$ cat config.mk
export PLATFORM = sky130hd
export DESIGN_NAME = iaalu_core
export DESIGN_NICKNAME = d
export VERILOG_FILES = /design/src/design/iaalu_pkg.sv /design/src/design/iaalu_core.sv
export SDC_FILE = /design/constraint.sdc
export NUM_CORES = 1
export LEC_CHECK = 0
export ABC_AREA = 1
export BUFFER_PORTS_ARGS = -buffer_cell sky130_fd_sc_hd__buf_2
export CAP_MARGIN = 5
export CORE_MARGIN = 2
export CORE_UTILIZATION = 45
export DETAILED_ROUTE_END_ITERATION = 6
export GPL_ROUTABILITY_DRIVEN = 0
export PLACE_DENSITY_LB_ADDON = 0.2
export SYNTH_ARGS = -nofsm -noshare
export SYNTH_HDL_FRONTEND = slang
export SYNTH_SLANG_ARGS = --single-unit
$ cat constraint.sdc
create_clock -name ref_clk -period 8.7 [get_ports ref_clk]
set_input_delay 0.87 -clock ref_clk [delete_from_list [all_inputs] [get_ports ref_clk]]
set_output_delay 0.87 -clock ref_clk [all_outputs]
set_load 0.02 [all_outputs]
$ cat src/design/iaalu_pkg.sv
// Package for the immediate arithmetic datapath: opcodes, timing, carriers, state.
// Assumes one 250 MHz clock and a synchronous active-low reset in the user.
package iaalu_pkg;

  //////////////////////////////////////////////////////////////////////////////
  // First-byte opcodes
  localparam logic [7:0] OPC_BCD_ADD = 8'hEC;  // bcd_add_immediate
  localparam logic [7:0] OPC_BIN_ADD = 8'hF4;  // binary_add_immediate
  localparam logic [7:0] OPC_CMP_ADD = 8'hFC;  // complement_add_immediate

  //////////////////////////////////////////////////////////////////////////////
  // Timing: microcycle length and execution times in microcycles
  localparam int         UCYC_CLKS   = 4;      // Clock cycles per microcycle
  localparam int         UC_BCD      = 15;     // Decimal add duration
  localparam int         UC_BIN      = 11;     // Binary add duration
  localparam int         UC_CMP      = 12;     // Complement add duration
  localparam logic [3:0] UCYC_LAST   = 4'(UCYC_CLKS - 1);
  localparam logic [3:0] UC_BCD_LAST = 4'(UC_BCD - 1);
  localparam logic [3:0] UC_BIN_LAST = 4'(UC_BIN - 1);
  localparam logic [3:0] UC_CMP_LAST = 4'(UC_CMP - 1);

  //////////////////////////////////////////////////////////////////////////////
  // Decimal digit limits
  localparam logic [4:0] BCD_DIGIT_MAX = 5'h09;  // Largest decimal digit
  localparam logic [4:0] BCD_ADJUST    = 5'h06;  // Skip of six unused codes

  //////////////////////////////////////////////////////////////////////////////
  // Types
  typedef enum logic [1:0] {IA_IDLE, IA_WAIT_DATA, IA_EXEC} iaalu_state_t;
  typedef enum logic [1:0] {IA_OP_BCD, IA_OP_BIN, IA_OP_CMP} iaalu_op_t;

  // Program byte stream
  typedef struct packed {
    logic       valid;  // Byte present this cycle
    logic [7:0] value;  // Opcode or immediate data
  } iaalu_byte_t;

  // Direct load of operand register and flags
  typedef struct packed {
    logic       acc_wr;   // Load main operand register
    logic [7:0] acc_val;  // Value to load
    logic       flag_wr;  // Load both flags
    logic       cy_val;   // Carry/link value
    logic       ov_val;   // Sign wrap value
  } iaalu_load_t;

  // Whole state of the datapath
  typedef struct packed {
    iaalu_state_t state;    // Sequencer state
    iaalu_op_t    op;       // Decoded operation
    logic [7:0]   data;     // Captured immediate byte
    logic [7:0]   acc;      // Main operand register
    logic         cy;       // Carry/link flag
    logic         ov;       // Sign wrap flag
    logic [3:0]   div;      // Clocks within microcycle
    logic [3:0]   ucnt;     // Microcycles elapsed
    logic         busy;     // Executing
    logic         ready;    // Program byte accepted
    logic         done;     // Result written pulse
    logic         unknown;  // Unrecognised opcode pulse
  } iaalu_regs_t;

  localparam iaalu_regs_t REGS_RST = '{state: IA_IDLE, op: IA_OP_BCD, data: 8'h00, acc: 8'h00,
                                       cy: 1'b0, ov: 1'b0, div: 4'h0, ucnt: 4'h0, busy: 1'b0,
                                       ready: 1'b1, done: 1'b0, unknown: 1'b0};

endpackage

$ cat src/design/iaalu_core.sv
// Immediate arithmetic datapath: decimal, binary and complement add with carry.
// Assumes program bytes arrive in order, synchronous to ref_clk.
// Contract
// - Decimal add of packed BCD, 15 microcycles
// - Decimal carry from upper digit; overflow kept
// - Binary add with carry, 11 microcycles
// - Binary carry from bit 7
// - Binary overflow when result sign differs both
// - Add inverted data with carry, 12 microcycles
// - Complement add carry from bit 7
// - Complement overflow: sign matches data, not register
// - Opcodes EC, F4, FC decode the three
// - Carry set makes complement add a subtract
`timescale 1ns/1ps
`default_nettype none

module iaalu_core (
  // Clock and reset
  input  wire logic               ref_clk,
  input  wire logic               rst_b,
  // Program byte stream
  input  wire iaalu_pkg::iaalu_byte_t prog_byte,
  output logic                    prog_ready,
  // Direct loads
  input  wire iaalu_pkg::iaalu_load_t load,
  // Datapath state
  output logic [7:0]              main_operand_register,
  output logic                    carry_link_flag,
  output logic                    sign_wrap_flag,
  // Status
  output logic                    busy,
  output logic                    done,
  output logic                    opcode_unknown
);

  //////////////////////////////////////////////////////////////////////////////
  // State
  iaalu_pkg::iaalu_regs_t r_reg;   // Registered state
  iaalu_pkg::iaalu_regs_t r_next;  // Next state

  // Outputs straight from flops
  assign prog_ready            = r_reg.ready;
  assign main_operand_register = r_reg.acc;
  assign carry_link_flag       = r_reg.cy;
  assign sign_wrap_flag        = r_reg.ov;
  assign busy                  = r_reg.busy;
  assign done                  = r_reg.done;
  assign opcode_unknown        = r_reg.unknown;

  //////////////////////////////////////////////////////////////////////////////
  // Next-state logic
  always_comb begin
    logic [4:0] lo;     // Low digit sum
    logic [4:0] hi;     // High digit sum
    logic       lo_c;   // Low digit decimal carry
    logic       hi_c;   // High digit decimal carry
    logic [7:0] opnd;   // Second addend
    logic [8:0] sum;    // Binary sum with carry out
    logic [3:0] last;   // Final microcycle index
    logic       tick;   // Microcycle boundary
    lo     = 5'h00;
    hi     = 5'h00;
    lo_c   = 1'b0;
    hi_c   = 1'b0;
    opnd   = 8'h00;
    sum    = 9'h000;
    last   = iaalu_pkg::UC_BCD_LAST;
    tick   = 1'b0;
    r_next = r_reg;
    r_next.done    = 1'b0;
    r_next.unknown = 1'b0;
    // Loads only outside execution
    if (r_reg.state != iaalu_pkg::IA_EXEC) begin
      if (load.acc_wr) begin
        r_next.acc = load.acc_val;
      end
      if (load.flag_wr) begin
        r_next.cy = load.cy_val;
        r_next.ov = load.ov_val;
      end
    end
    case (r_reg.state)
      // Wait for an opcode byte
      iaalu_pkg::IA_IDLE: begin
        if (prog_byte.valid) begin
          case (prog_byte.value)
            iaalu_pkg::OPC_BCD_ADD: begin
              r_next.op    = iaalu_pkg::IA_OP_BCD;
              r_next.state = iaalu_pkg::IA_WAIT_DATA;
            end
            iaalu_pkg::OPC_BIN_ADD: begin
              r_next.op    = iaalu_pkg::IA_OP_BIN;
              r_next.state = iaalu_pkg::IA_WAIT_DATA;
            end
            iaalu_pkg::OPC_CMP_ADD: begin
              r_next.op    = iaalu_pkg::IA_OP_CMP;
              r_next.state = iaalu_pkg::IA_WAIT_DATA;
            end
            default: begin
              r_next.unknown = 1'b1;  // Not ours: dropped
            end
          endcase
        end
      end
      // Next byte is the immediate operand
      iaalu_pkg::IA_WAIT_DATA: begin
        if (prog_byte.valid) begin
          r_next.data  = prog_byte.value;
          r_next.state = iaalu_pkg::IA_EXEC;
          r_next.div   = 4'h0;
          r_next.ucnt  = 4'h0;
          r_next.busy  = 1'b1;
          r_next.ready = 1'b0;
        end
      end
      // Count microcycles, then write back
      iaalu_pkg::IA_EXEC: begin
        tick = (r_reg.div == iaalu_pkg::UCYC_LAST);
        r_next.div = tick ? 4'h0 : r_reg.div + 4'h1;
        case (r_reg.op)
          iaalu_pkg::IA_OP_BIN: last = iaalu_pkg::UC_BIN_LAST;
          iaalu_pkg::IA_OP_CMP: last = iaalu_pkg::UC_CMP_LAST;
          default:              last = iaalu_pkg::UC_BCD_LAST;
        endcase
        // Decimal digits, low then high
        lo   = {1'b0, r_reg.acc[3:0]} + {1'b0, r_reg.data[3:0]} + {4'h0, r_reg.cy};
        lo_c = (lo > iaalu_pkg::BCD_DIGIT_MAX);
        if (lo_c) begin
          lo = lo + iaalu_pkg::BCD_ADJUST;
        end
        hi   = {1'b0, r_reg.acc[7:4]} + {1'b0, r_reg.data[7:4]} + {4'h0, lo_c};
        hi_c = (hi > iaalu_pkg::BCD_DIGIT_MAX);
        if (hi_c) begin
          hi = hi + iaalu_pkg::BCD_ADJUST;
        end
        // Binary sum, data inverted for complement add
        opnd = (r_reg.op == iaalu_pkg::IA_OP_CMP) ? ~r_reg.data : r_reg.data;
        sum  = {1'b0, r_reg.acc} + {1'b0, opnd} + {8'h00, r_reg.cy};
        if (tick) begin
          if (r_reg.ucnt == last) begin
            r_next.state = iaalu_pkg::IA_IDLE;
            r_next.busy  = 1'b0;
            r_next.ready = 1'b1;
            r_next.done  = 1'b1;
            case (r_reg.op)
              iaalu_pkg::IA_OP_BCD: begin
                r_next.acc = {hi[3:0], lo[3:0]};
                r_next.cy  = hi_c;
              end
              iaalu_pkg::IA_OP_BIN: begin
                r_next.acc = sum[7:0];
                r_next.cy  = sum[8];
                r_next.ov  = (sum[7] != r_reg.acc[7]) && (sum[7] != r_reg.data[7]);
              end
              default: begin
                r_next.acc = sum[7:0];
                r_next.cy  = sum[8];
                r_next.ov  = (sum[7] == r_reg.data[7]) && (sum[7] != r_reg.acc[7]);
              end
            endcase
          end else begin
            r_next.ucnt = r_reg.ucnt + 4'h1;
          end
        end
      end
      default: begin
        r_next = iaalu_pkg::REGS_RST;
      end
    endcase
  end

  //////////////////////////////////////////////////////////////////////////////
  // State register
  always_ff @(posedge ref_clk) begin
    if (!rst_b) begin
      r_reg <= iaalu_pkg::REGS_RST;
    end else begin
      r_reg <= r_next;
    end
  end

  //////////////////////////////////////////////////////////////////////////////
  // Assertions
  // Sampled rise of busy to sampled done: busy stands N*4 cycles, done follows its last one
  localparam int LAT_BCD = iaalu_pkg::UC_BCD * iaalu_pkg::UCYC_CLKS;
  localparam int LAT_BIN = iaalu_pkg::UC_BIN * iaalu_pkg::UCYC_CLKS;
  localparam int LAT_CMP = iaalu_pkg::UC_CMP * iaalu_pkg::UCYC_CLKS;
endmodule  // iaalu_core

`default_nettype wire

### After elaboration in Yosys (flattened, before gate mapping)

Index checks and enable logic that the tools add are counted.
W data, S select, Z words.

* register bits: 34
* bits of input ports: 23

* add/subtract/negate cells: 10
* magnitude comparators: 2
* eq/ne operators: 19
* muxes and demuxes: 29
* bitwise gates (word level): 4
* reductions and logical operators: 16

Operator list (number)
* $mux W10: 4
* $pmux W10 S3: 1
* $eq A8 B8 Y1 const B: 3
* $mux W4: 6
* $mux W8: 3
* $pmux W10 S2: 1
* $pmux W8 S2: 1
* $ne A2 B2 Y1 const B: 6
* $pmux W4 S3: 1
* $add A4 B4 Y5: 2
* $add A5 B1 Y5: 2
* $gt A5 B4 Y1 const B: 2
* $add A8 B8 Y9: 1
* $add A9 B1 Y9: 1
* $mux W9: 1
* $reduce_and A3 Y1: 3
* $add A4 B1 Y4 const B: 2
* $add A4 B3 Y4 const B: 2
* $mux W2: 4
* $not A8 Y8: 1
* $reduce_and A4 Y1: 2
* $mux W7: 1
* $pmux W2 S3: 1
* $pmux W3 S2: 1
* other kinds (18): 28

### Longest topological paths before layout

Gate-level depths: netlist (run 1).

* word-level depth: 10
* gate-level depth with buffers: 25
* gate-level depth less buffers: 25

### Worst setup path after synthesis (run 1)

No wires, ideal clock.

* kind: register to register
* start point: register r_reg, in the netlist carry_link_flag
* end point: register r_reg, in the netlist main_operand_register[5]
* setup time: 0.132 ns
* data arrival time: 3.680 ns
* slack: 4.888 ns
* stages on the path, launching flop included: 25
* clock period less this slack: 3.812 ns
* path through: dfxtp_1 > fa_1 > fa_1 > inv_1 > nand2_1 > nand2_1 > ha_1 > inv_1 > nor2_1 > a21oi_1 > nand2_1 > nand2_1 > fa_1 > fa_1 > xnor2_1 > ha_1 > inv_1 > nor2_1 > a21oi_1 > nand2_1 > nand2_1 > nand2_1 > nand3_1 > nand2_1 > a21oi_2

* cells in the longest elaborated chain, start to end: 9
* elaborated cells between the ends (all ways): 11

RTL lines
* start, declared: line iaalu_core.sv:38 `iaalu_pkg::iaalu_regs_t r_reg;`
* start signal, assigned: line iaalu_core.sv:176 `r_reg <= iaalu_pkg::REGS_RST;`
* start signal, assigned: line iaalu_core.sv:178 `r_reg <= r_next;`
* $add A5 B1 Y5: line iaalu_core.sv:126 `lo = {1'b0, r_reg.acc[3:0]} + {1'b0, r_reg.data[3:0]} + {4'h0, r_reg.cy};`
* $gt A5 B4 Y1: line iaalu_core.sv:127 `lo_c = (lo > iaalu_pkg::BCD_DIGIT_MAX);`
* $add A5 B1 Y5: line iaalu_core.sv:131 `hi = {1'b0, r_reg.acc[7:4]} + {1'b0, r_reg.data[7:4]} + {4'h0, lo_c};`
* $add A4 B3 Y4 / $gt A5 B4 Y1 (equally long branches): line iaalu_core.sv:134, iaalu_core.sv:132
* $mux W4: line iaalu_core.sv:133 `if (hi_c) begin`
* $mux W9 (*): line iaalu_core.sv:145 `case (r_reg.op)`
* $mux W10 (*): line iaalu_core.sv:140 `if (r_reg.ucnt == last) begin`
* $mux W10 (*): line iaalu_core.sv:139 `if (tick) begin`
* $pmux W10 S2 (*): line iaalu_core.sv:82 `case (r_reg.state)`

Every way passes the cells marked *; elsewhere a longest branch is shown, timed or not.
A chain may end at the register's enable or synchronous reset.

### Final worst setup path (run 1)

* start point: register r_reg, in the netlist main_operand_register[0]
* end point: register r_reg, in the netlist carry_link_flag

* cells in the longest elaborated chain, start to end: 9
* elaborated cells between the ends (all ways): 11

RTL lines
* $add A4 B4 Y5: line iaalu_core.sv:126
* $add A5 B1 Y5: line iaalu_core.sv:126
* $gt A5 B4 Y1: line iaalu_core.sv:127
* $add A5 B1 Y5: line iaalu_core.sv:131
* $gt A5 B4 Y1: line iaalu_core.sv:132 `hi_c = (hi > iaalu_pkg::BCD_DIGIT_MAX);`
* $mux W9 (*): line iaalu_core.sv:145
* $mux W10 (*): line iaalu_core.sv:140
* $mux W10 (*): line iaalu_core.sv:139
* $pmux W10 S2 (*): line iaalu_core.sv:82

Marks and branches as above.

==> flow_summary.yaml, run 1 <==
yosys:
  yosysWarnings: 0
  synth_area_leaders: "dfxtp_1, nand2_1, ha_1"
  synth_ff_type: "dfxtp_1"
  synth-edff-count: 0
  synth_top_area_cell: "dfxtp_1"
  yosysUniqueCellTypes: 43
  yosysMostFrequentCell: "nand2_1"
  netlist.area_leader.share_pct: 23.5
  seq_area_frac_synth_pct: 23.5
  syn_inst: 420
  synth.cell_area_um2: 2890
  syn_area_per_cell_um2: 6.89
  synthTopCellsByCount: "nand2_1, inv_1, a21oi_1"
  syn-num-nets: 473
  synth_seq_cells: 34
  async_flop_share_pct: 0
clock_tree:
  clock_latency_ns: 0.29
  postCtsSetupBuffers: 0
  post_cts_resized: 0
  cts_hold_buf: 0
  cts_max_level: 2
  cts.reportedPaths.clkPinSlew_ns: 0.08
  cts-root-buf: "clkbuf_8"
  clkSinkCount: 34
  cts_tree: "done"
  cts_buffers: 5
  clk_path_buf_depth: 2
routing:
  vias: 2757
  dr.pass1.iters: 4
  wl_met1_um: 3310
  wire_per_inst_um: 13.2
  ant_nets: 0
  drc: 0
  wl_um: 6950
  drt_iter0_drc: 141
  dr_wl_met3_um: 267
  viasPerCell: 5.25
  maxUsedRoutingLayer: "met4"
  route.met2.wl_um: 3180
run_status:
  outcome: "finished, final reports clean"
critical_path:
  cp.required_ns: 8.88
  cpMostUsedCell: "nand2_1"
  max_stage_delay_ns: 0.48
  worst_setup_path_start_kind: "flop"
  critPathKind: "reg2reg"
  cp-end-kind: "flop"
  path_max_fanout: 4
  path_buf_inv: 3
  cp.arrival_ns: 4.40
  critPathTopFamily: "adder cells"
  crit_chain: "fa_1, fa_1, inv_1, nand2_1, nand2_1, ha_1, inv_1, nor2_1, a21oi_1, nand2_1, nand2_1, fa_1, fa_1, xnor2_1, ha_1, inv_1, nor2_1, a21oi_1, nand2_1, nand2_1, o211ai_1, a21oi_1"
  cpMaxStageDelayCell: "fa_1"
power:
  switchingPower_uw: 324
  p_comb_share_pct: 51.6
  swShare_pct: 46.8
  internal_power_uw: 368
  vdd_ir_drop_max_v: 0.000108
  p_leak_nw: 1.64
  pwr-share-clk_pct: 18.8
  p_seq_share_pct: 29.6
  power_density_nw_per_um2: 219
worst_hold_path:
  hold_class: "reg2reg"
floorplanning:
  die-area_um2: 7090
  dieWidth_um: 84.2
  rows: 29
  initial_utilization_pct: 46.1
  die_h_um: 84.2
  num_io_pins: 37
  fp.coreArea_um2: 6280
grt:
  antenna_found_initial: 0
  overflow: 0
  grt_pass1_wl_um: 12000
  grt_max_degree: 17
  grtUsageTotal_pct: 20.8
  grt_pass1_vias: 2638
sta:
  holdWs_ns: 0.507
  skew_ns: 0.00576
  post-route-min-period_ns: 4.22
  fmax_ghz: 0.237
  finalHoldViolations: 0
  rsz0062_at_grt: "no"
  tightest_slew_ns: 0.625
  finalCritPeriodShare_pct: 48.5
  relSlewSlack_pct: 58.4
  tns_ns: 0
  finalSetupViolCount: 0
  drv_slew: 0
layout:
  largest_reg_flops: 20
  nNetsFinal: 500
  syn_to_final_growth_pct: 9.43
  layout-drive-gt1-share_pct: 15.0
  diodes: 0
placed_design:
  hpwlAfterDp_um: 5580
  portBuffers: 36
run:
  cap_violations: 0
[stage by stage]
stage / instance area [µm²] / util, % / instances / power [mW] / worst slack (ns)
2_1_floorplan: 2890 / - / 420 / 0.492 / 4.89
3_3_place_gp: 3070 / 48.9 / 517 / 0.561 / 4.72
3_5_place_dp: 3070 / 48.9 / 517 / 0.565 / 4.54
4_1_cts: 3170 / 50.4 / 525 / 0.699 / 4.52
5_1_grt: 3170 / 50.4 / 525 / 0.755 / 4.18
6_report: 3170 / 50.4 / 525 / 0.693 / 4.48
[final cells by class]
type / count / area [µm²]
Tap cell: 77 / 96.3
Inverter: 63 / 236
Fill cell: 646 / 3110
Sequential cell: 34 / 681
Clock buffer: 6 / 82.6
Multi-Input combinational cell: 307 / 1870
Timing Repair Buffer: 36 / 180
Clock inverter: 2 / 16.3
[cells in the final DEF, fill, tap and decap left out, drive strengths merged]
cell type  Yosys  layout
a211oi         2       2
a21oi         39      39
a22oi          1       1
a2bb2oi        1       1
and2           1       1
buf           12      36
clkbuf         4       6
clkinv         1       1
clkinvlp       0       1
dfxtp         34      34
fa             6       6
ha            24      24
inv           62      63
mux2           1       1
mux2i          4       4
nand2        101     101
nand2b         1       1
nand3         28      28
nand3b         3       3
nand4          8       8
nor2          34      34
nor3           8       8
nor3b          1       1
nor4           1       1
o211a          1       1
o211ai         9       9
o21ai         18      18
or2            1       1
xnor2          5       5
xor2           9       9
[power by group through the flow]
stage                     sequential (mW)  combinational [mW]  clock [mW]
final                               0.205               0.357       0.130
after global routing                0.210               0.403       0.143
after CTS                           0.206               0.358       0.135
after detailed placement            0.209               0.356           0
after global placement              0.208               0.353           0
after floorplan                     0.209               0.283           0
[cell families (layout without fill, tap and decap cells)]
logic type | Yosys count | in the layout | share of synthesized area (%)
and+or+nand+nor | 187 | 187 | 30.2
xor gates and xnor gates | 14 | 14 | 4.24
muxes | 5 | 5 | 1.77
adders and majority gates | 30 | 30 | 14.5
buffers and inverters | 79 | 107 | 11.7
DFF | 34 | 34 | 23.5
AOI/OAI and AO/OA | 71 | 71 | 14.0
[per-layer routing]
layer | vias to the layer above | GRT usage (%)
met4 | 0 | 8.80
met1 | 1273 | 26.5
met3 | 18 | 2.95
met2 | 48 | 35.1
met5 | - | 0
li1 | 1418 | -
[path summary, 6_finish.rpt]
path | startpoint | cells past startpoint | endpoint | slack (ns)
max reg2reg | main_operand_register[0] | 22 | carry_link_flag | 4.48
max | main_operand_register[0] | 22 | carry_link_flag | 4.48
min | busy | 1 | busy | 0.51
min reg2reg | busy | 1 | busy | 0.51
Note: power is estimated with default switching activity, not from simulation.
==> run 2: changes to the inputs <==
clock period = 3.47 ns   (was 8.7 ns; I/O delays follow)
==> flow_summary.yaml, run 2 (synthesis results as in run 1) <==
run_status:
  outcome: "finished with violations"
  violations: "negative setup slack"
layout:
  syn_to_final_growth_pct: 17.0
  layout_common_cells: "nand2_1, inv_1, buf_2"
  layout-drive-gt1-share_pct: 23.0
  largest_reg_flops: 20
  diodes: 0
  n_fill_cell: 631
  layout_commonest_cell: "nand2_1"
  nNetsFinal: 522
power:
  p_total_mw: 1.87
  vdd_ir_drop_max_v: 0.000326
  power_density_nw_per_um2: 552
  p_leak_nw: 1.74
critical_path:
  cpMostUsedCell: "nand2_1"
  cp.arrival_ns: 3.92
  critPathKind: "reg2reg"
  cpMaxStageDelayCell: "fa_2"
  cp-startpoint: "main_operand_register[0]"
  cp.required_ns: 3.63
  path_buf_inv: 4
  r2r-start: "main_operand_register[0]"
  worst_setup_path_start_kind: "flop"
  cp-end-kind: "flop"
  critPathTopFamily: "adder cells"
  path_max_fanout: 4
  max_stage_delay_ns: 0.59
grt:
  grt_pass1_wl_um: 12200
  overflow: 0
  grtUsageTotal_pct: 21.2
  grt_max_degree: 17
  grt_pass1_vias: 2614
  antenna_found_initial: 0
worst_hold_path:
  hold_class: "in2reg"
  hp-start: "prog_byte[5]"
sta:
  finalSetupViolCount: 4
  tns_ns: -1.07
  fmax_ghz: 0.266
  finalCritPeriodShare_pct: 108
  rsz0062_at_grt: "yes"
  drv_slew: 0
  relSlewSlack_pct: 58.2
  holdWs_ns: 0.330
  skew_ns: 0.0116
  setup_ws_ns: -0.290
  finalHoldViolations: 0
  tightest_slew_ns: 0.628
  post-route-min-period_ns: 3.76
floorplanning:
  num_io_pins: 37
  fp.coreArea_um2: 6280
  dieWidth_um: 84.2
  die-area_um2: 7090
  initial_utilization_pct: 46.1
  die_h_um: 84.2
  rows: 29
routing:
  maxUsedRoutingLayer: "met4"
  wire_per_inst_um: 13.6
  route.met2.wl_um: 3540
  dr_wl_met3_um: 268
  wl_um: 7450
  viasPerCell: 5.14
  drt_iter0_drc: 104
  ant_nets: 0
  drc: 0
  wl_met1_um: 3550
  dr.pass1.iters: 4
  vias: 2809
clock_tree:
  cts_max_level: 2
  cts.reportedPaths.clkPinSlew_ns: 0.08
  cts-root-buf: "clkbuf_8"
  cts_buffers: 5
  clkSinkCount: 34
  clock_latency_ns: 0.29
  clk_path_buf_depth: 2
  cts_hold_buf: 0
  cts_tree: "done"
placed_design:
  portBuffers: 36
  place_ws_ns: -0.311
  hpwlAfterDp_um: 5800
run:
  cap_violations: 0
==> run 2: worst min-delay path, delay by kind of cell <==
family          cells  cell delay [ns]
simple gates        1             0.06
buf+inv             1             0.10
compound gates      1             0.05
==> run 2: area by class of cell <==
type,count,area (µm²),area share [%]
multi-input cells,307,1930,57.1
flip-flops and latches,34,683,20.2
repair buffers,58,345,10.2
inverters,63,236,6.99
well taps,77,96.3,2.85
clock buffers,7,86.3,2.55
clock inverters,1,5.00,0.148
==> run 2: per-layer routing <==
layer,global-route usage [%],up-vias
li1,-,1463
met1,27.9,1283
met2,36.9,55
met3,2.75,8
met4,4.84,0
met5,0,-
==> run 2: report_power, final <==
| part | total, mW | internal [mW] | leakage, nW | switching, mW |
|---|---|---|---|---|
| registers | 0.509 | 0.452 | 0.277 | 0.0570 |
| logic | 1.05 | 0.404 | 1.41 | 0.643 |
| clock network | 0.313 | 0.160 | 0.0482 | 0.153 |
==> run 2: final timing paths <==
path | to | slack, ns | cells past startpoint
max | main_operand_register[7] | -0.29 | 25
min | r_reg[27] | 0.33 | 3
max reg2reg | main_operand_register[7] | -0.29 | 25
min reg2reg | busy | 0.49 | 1
==> run 2: what timing repair did <==
item / 4_1_cts / 5_1_grt
resized for setup: 3 / 1
setup buffers: 3 / 4
pin swaps: 12 / 3
gates cloned: 0 / 0
setup endpoints to repair: 4 / 4
==> run 2: through the flow <==
step | instances | area [µm²] | utilization, %
finish | 547 | 3380 | 53.9
global route | 547 | 3380 | 53.9
CTS | 543 | 3350 | 53.4
detailed placement | 532 | 3230 | 51.5
global placement | 532 | 3230 | 51.5
floorplan | 420 | 2950 | -
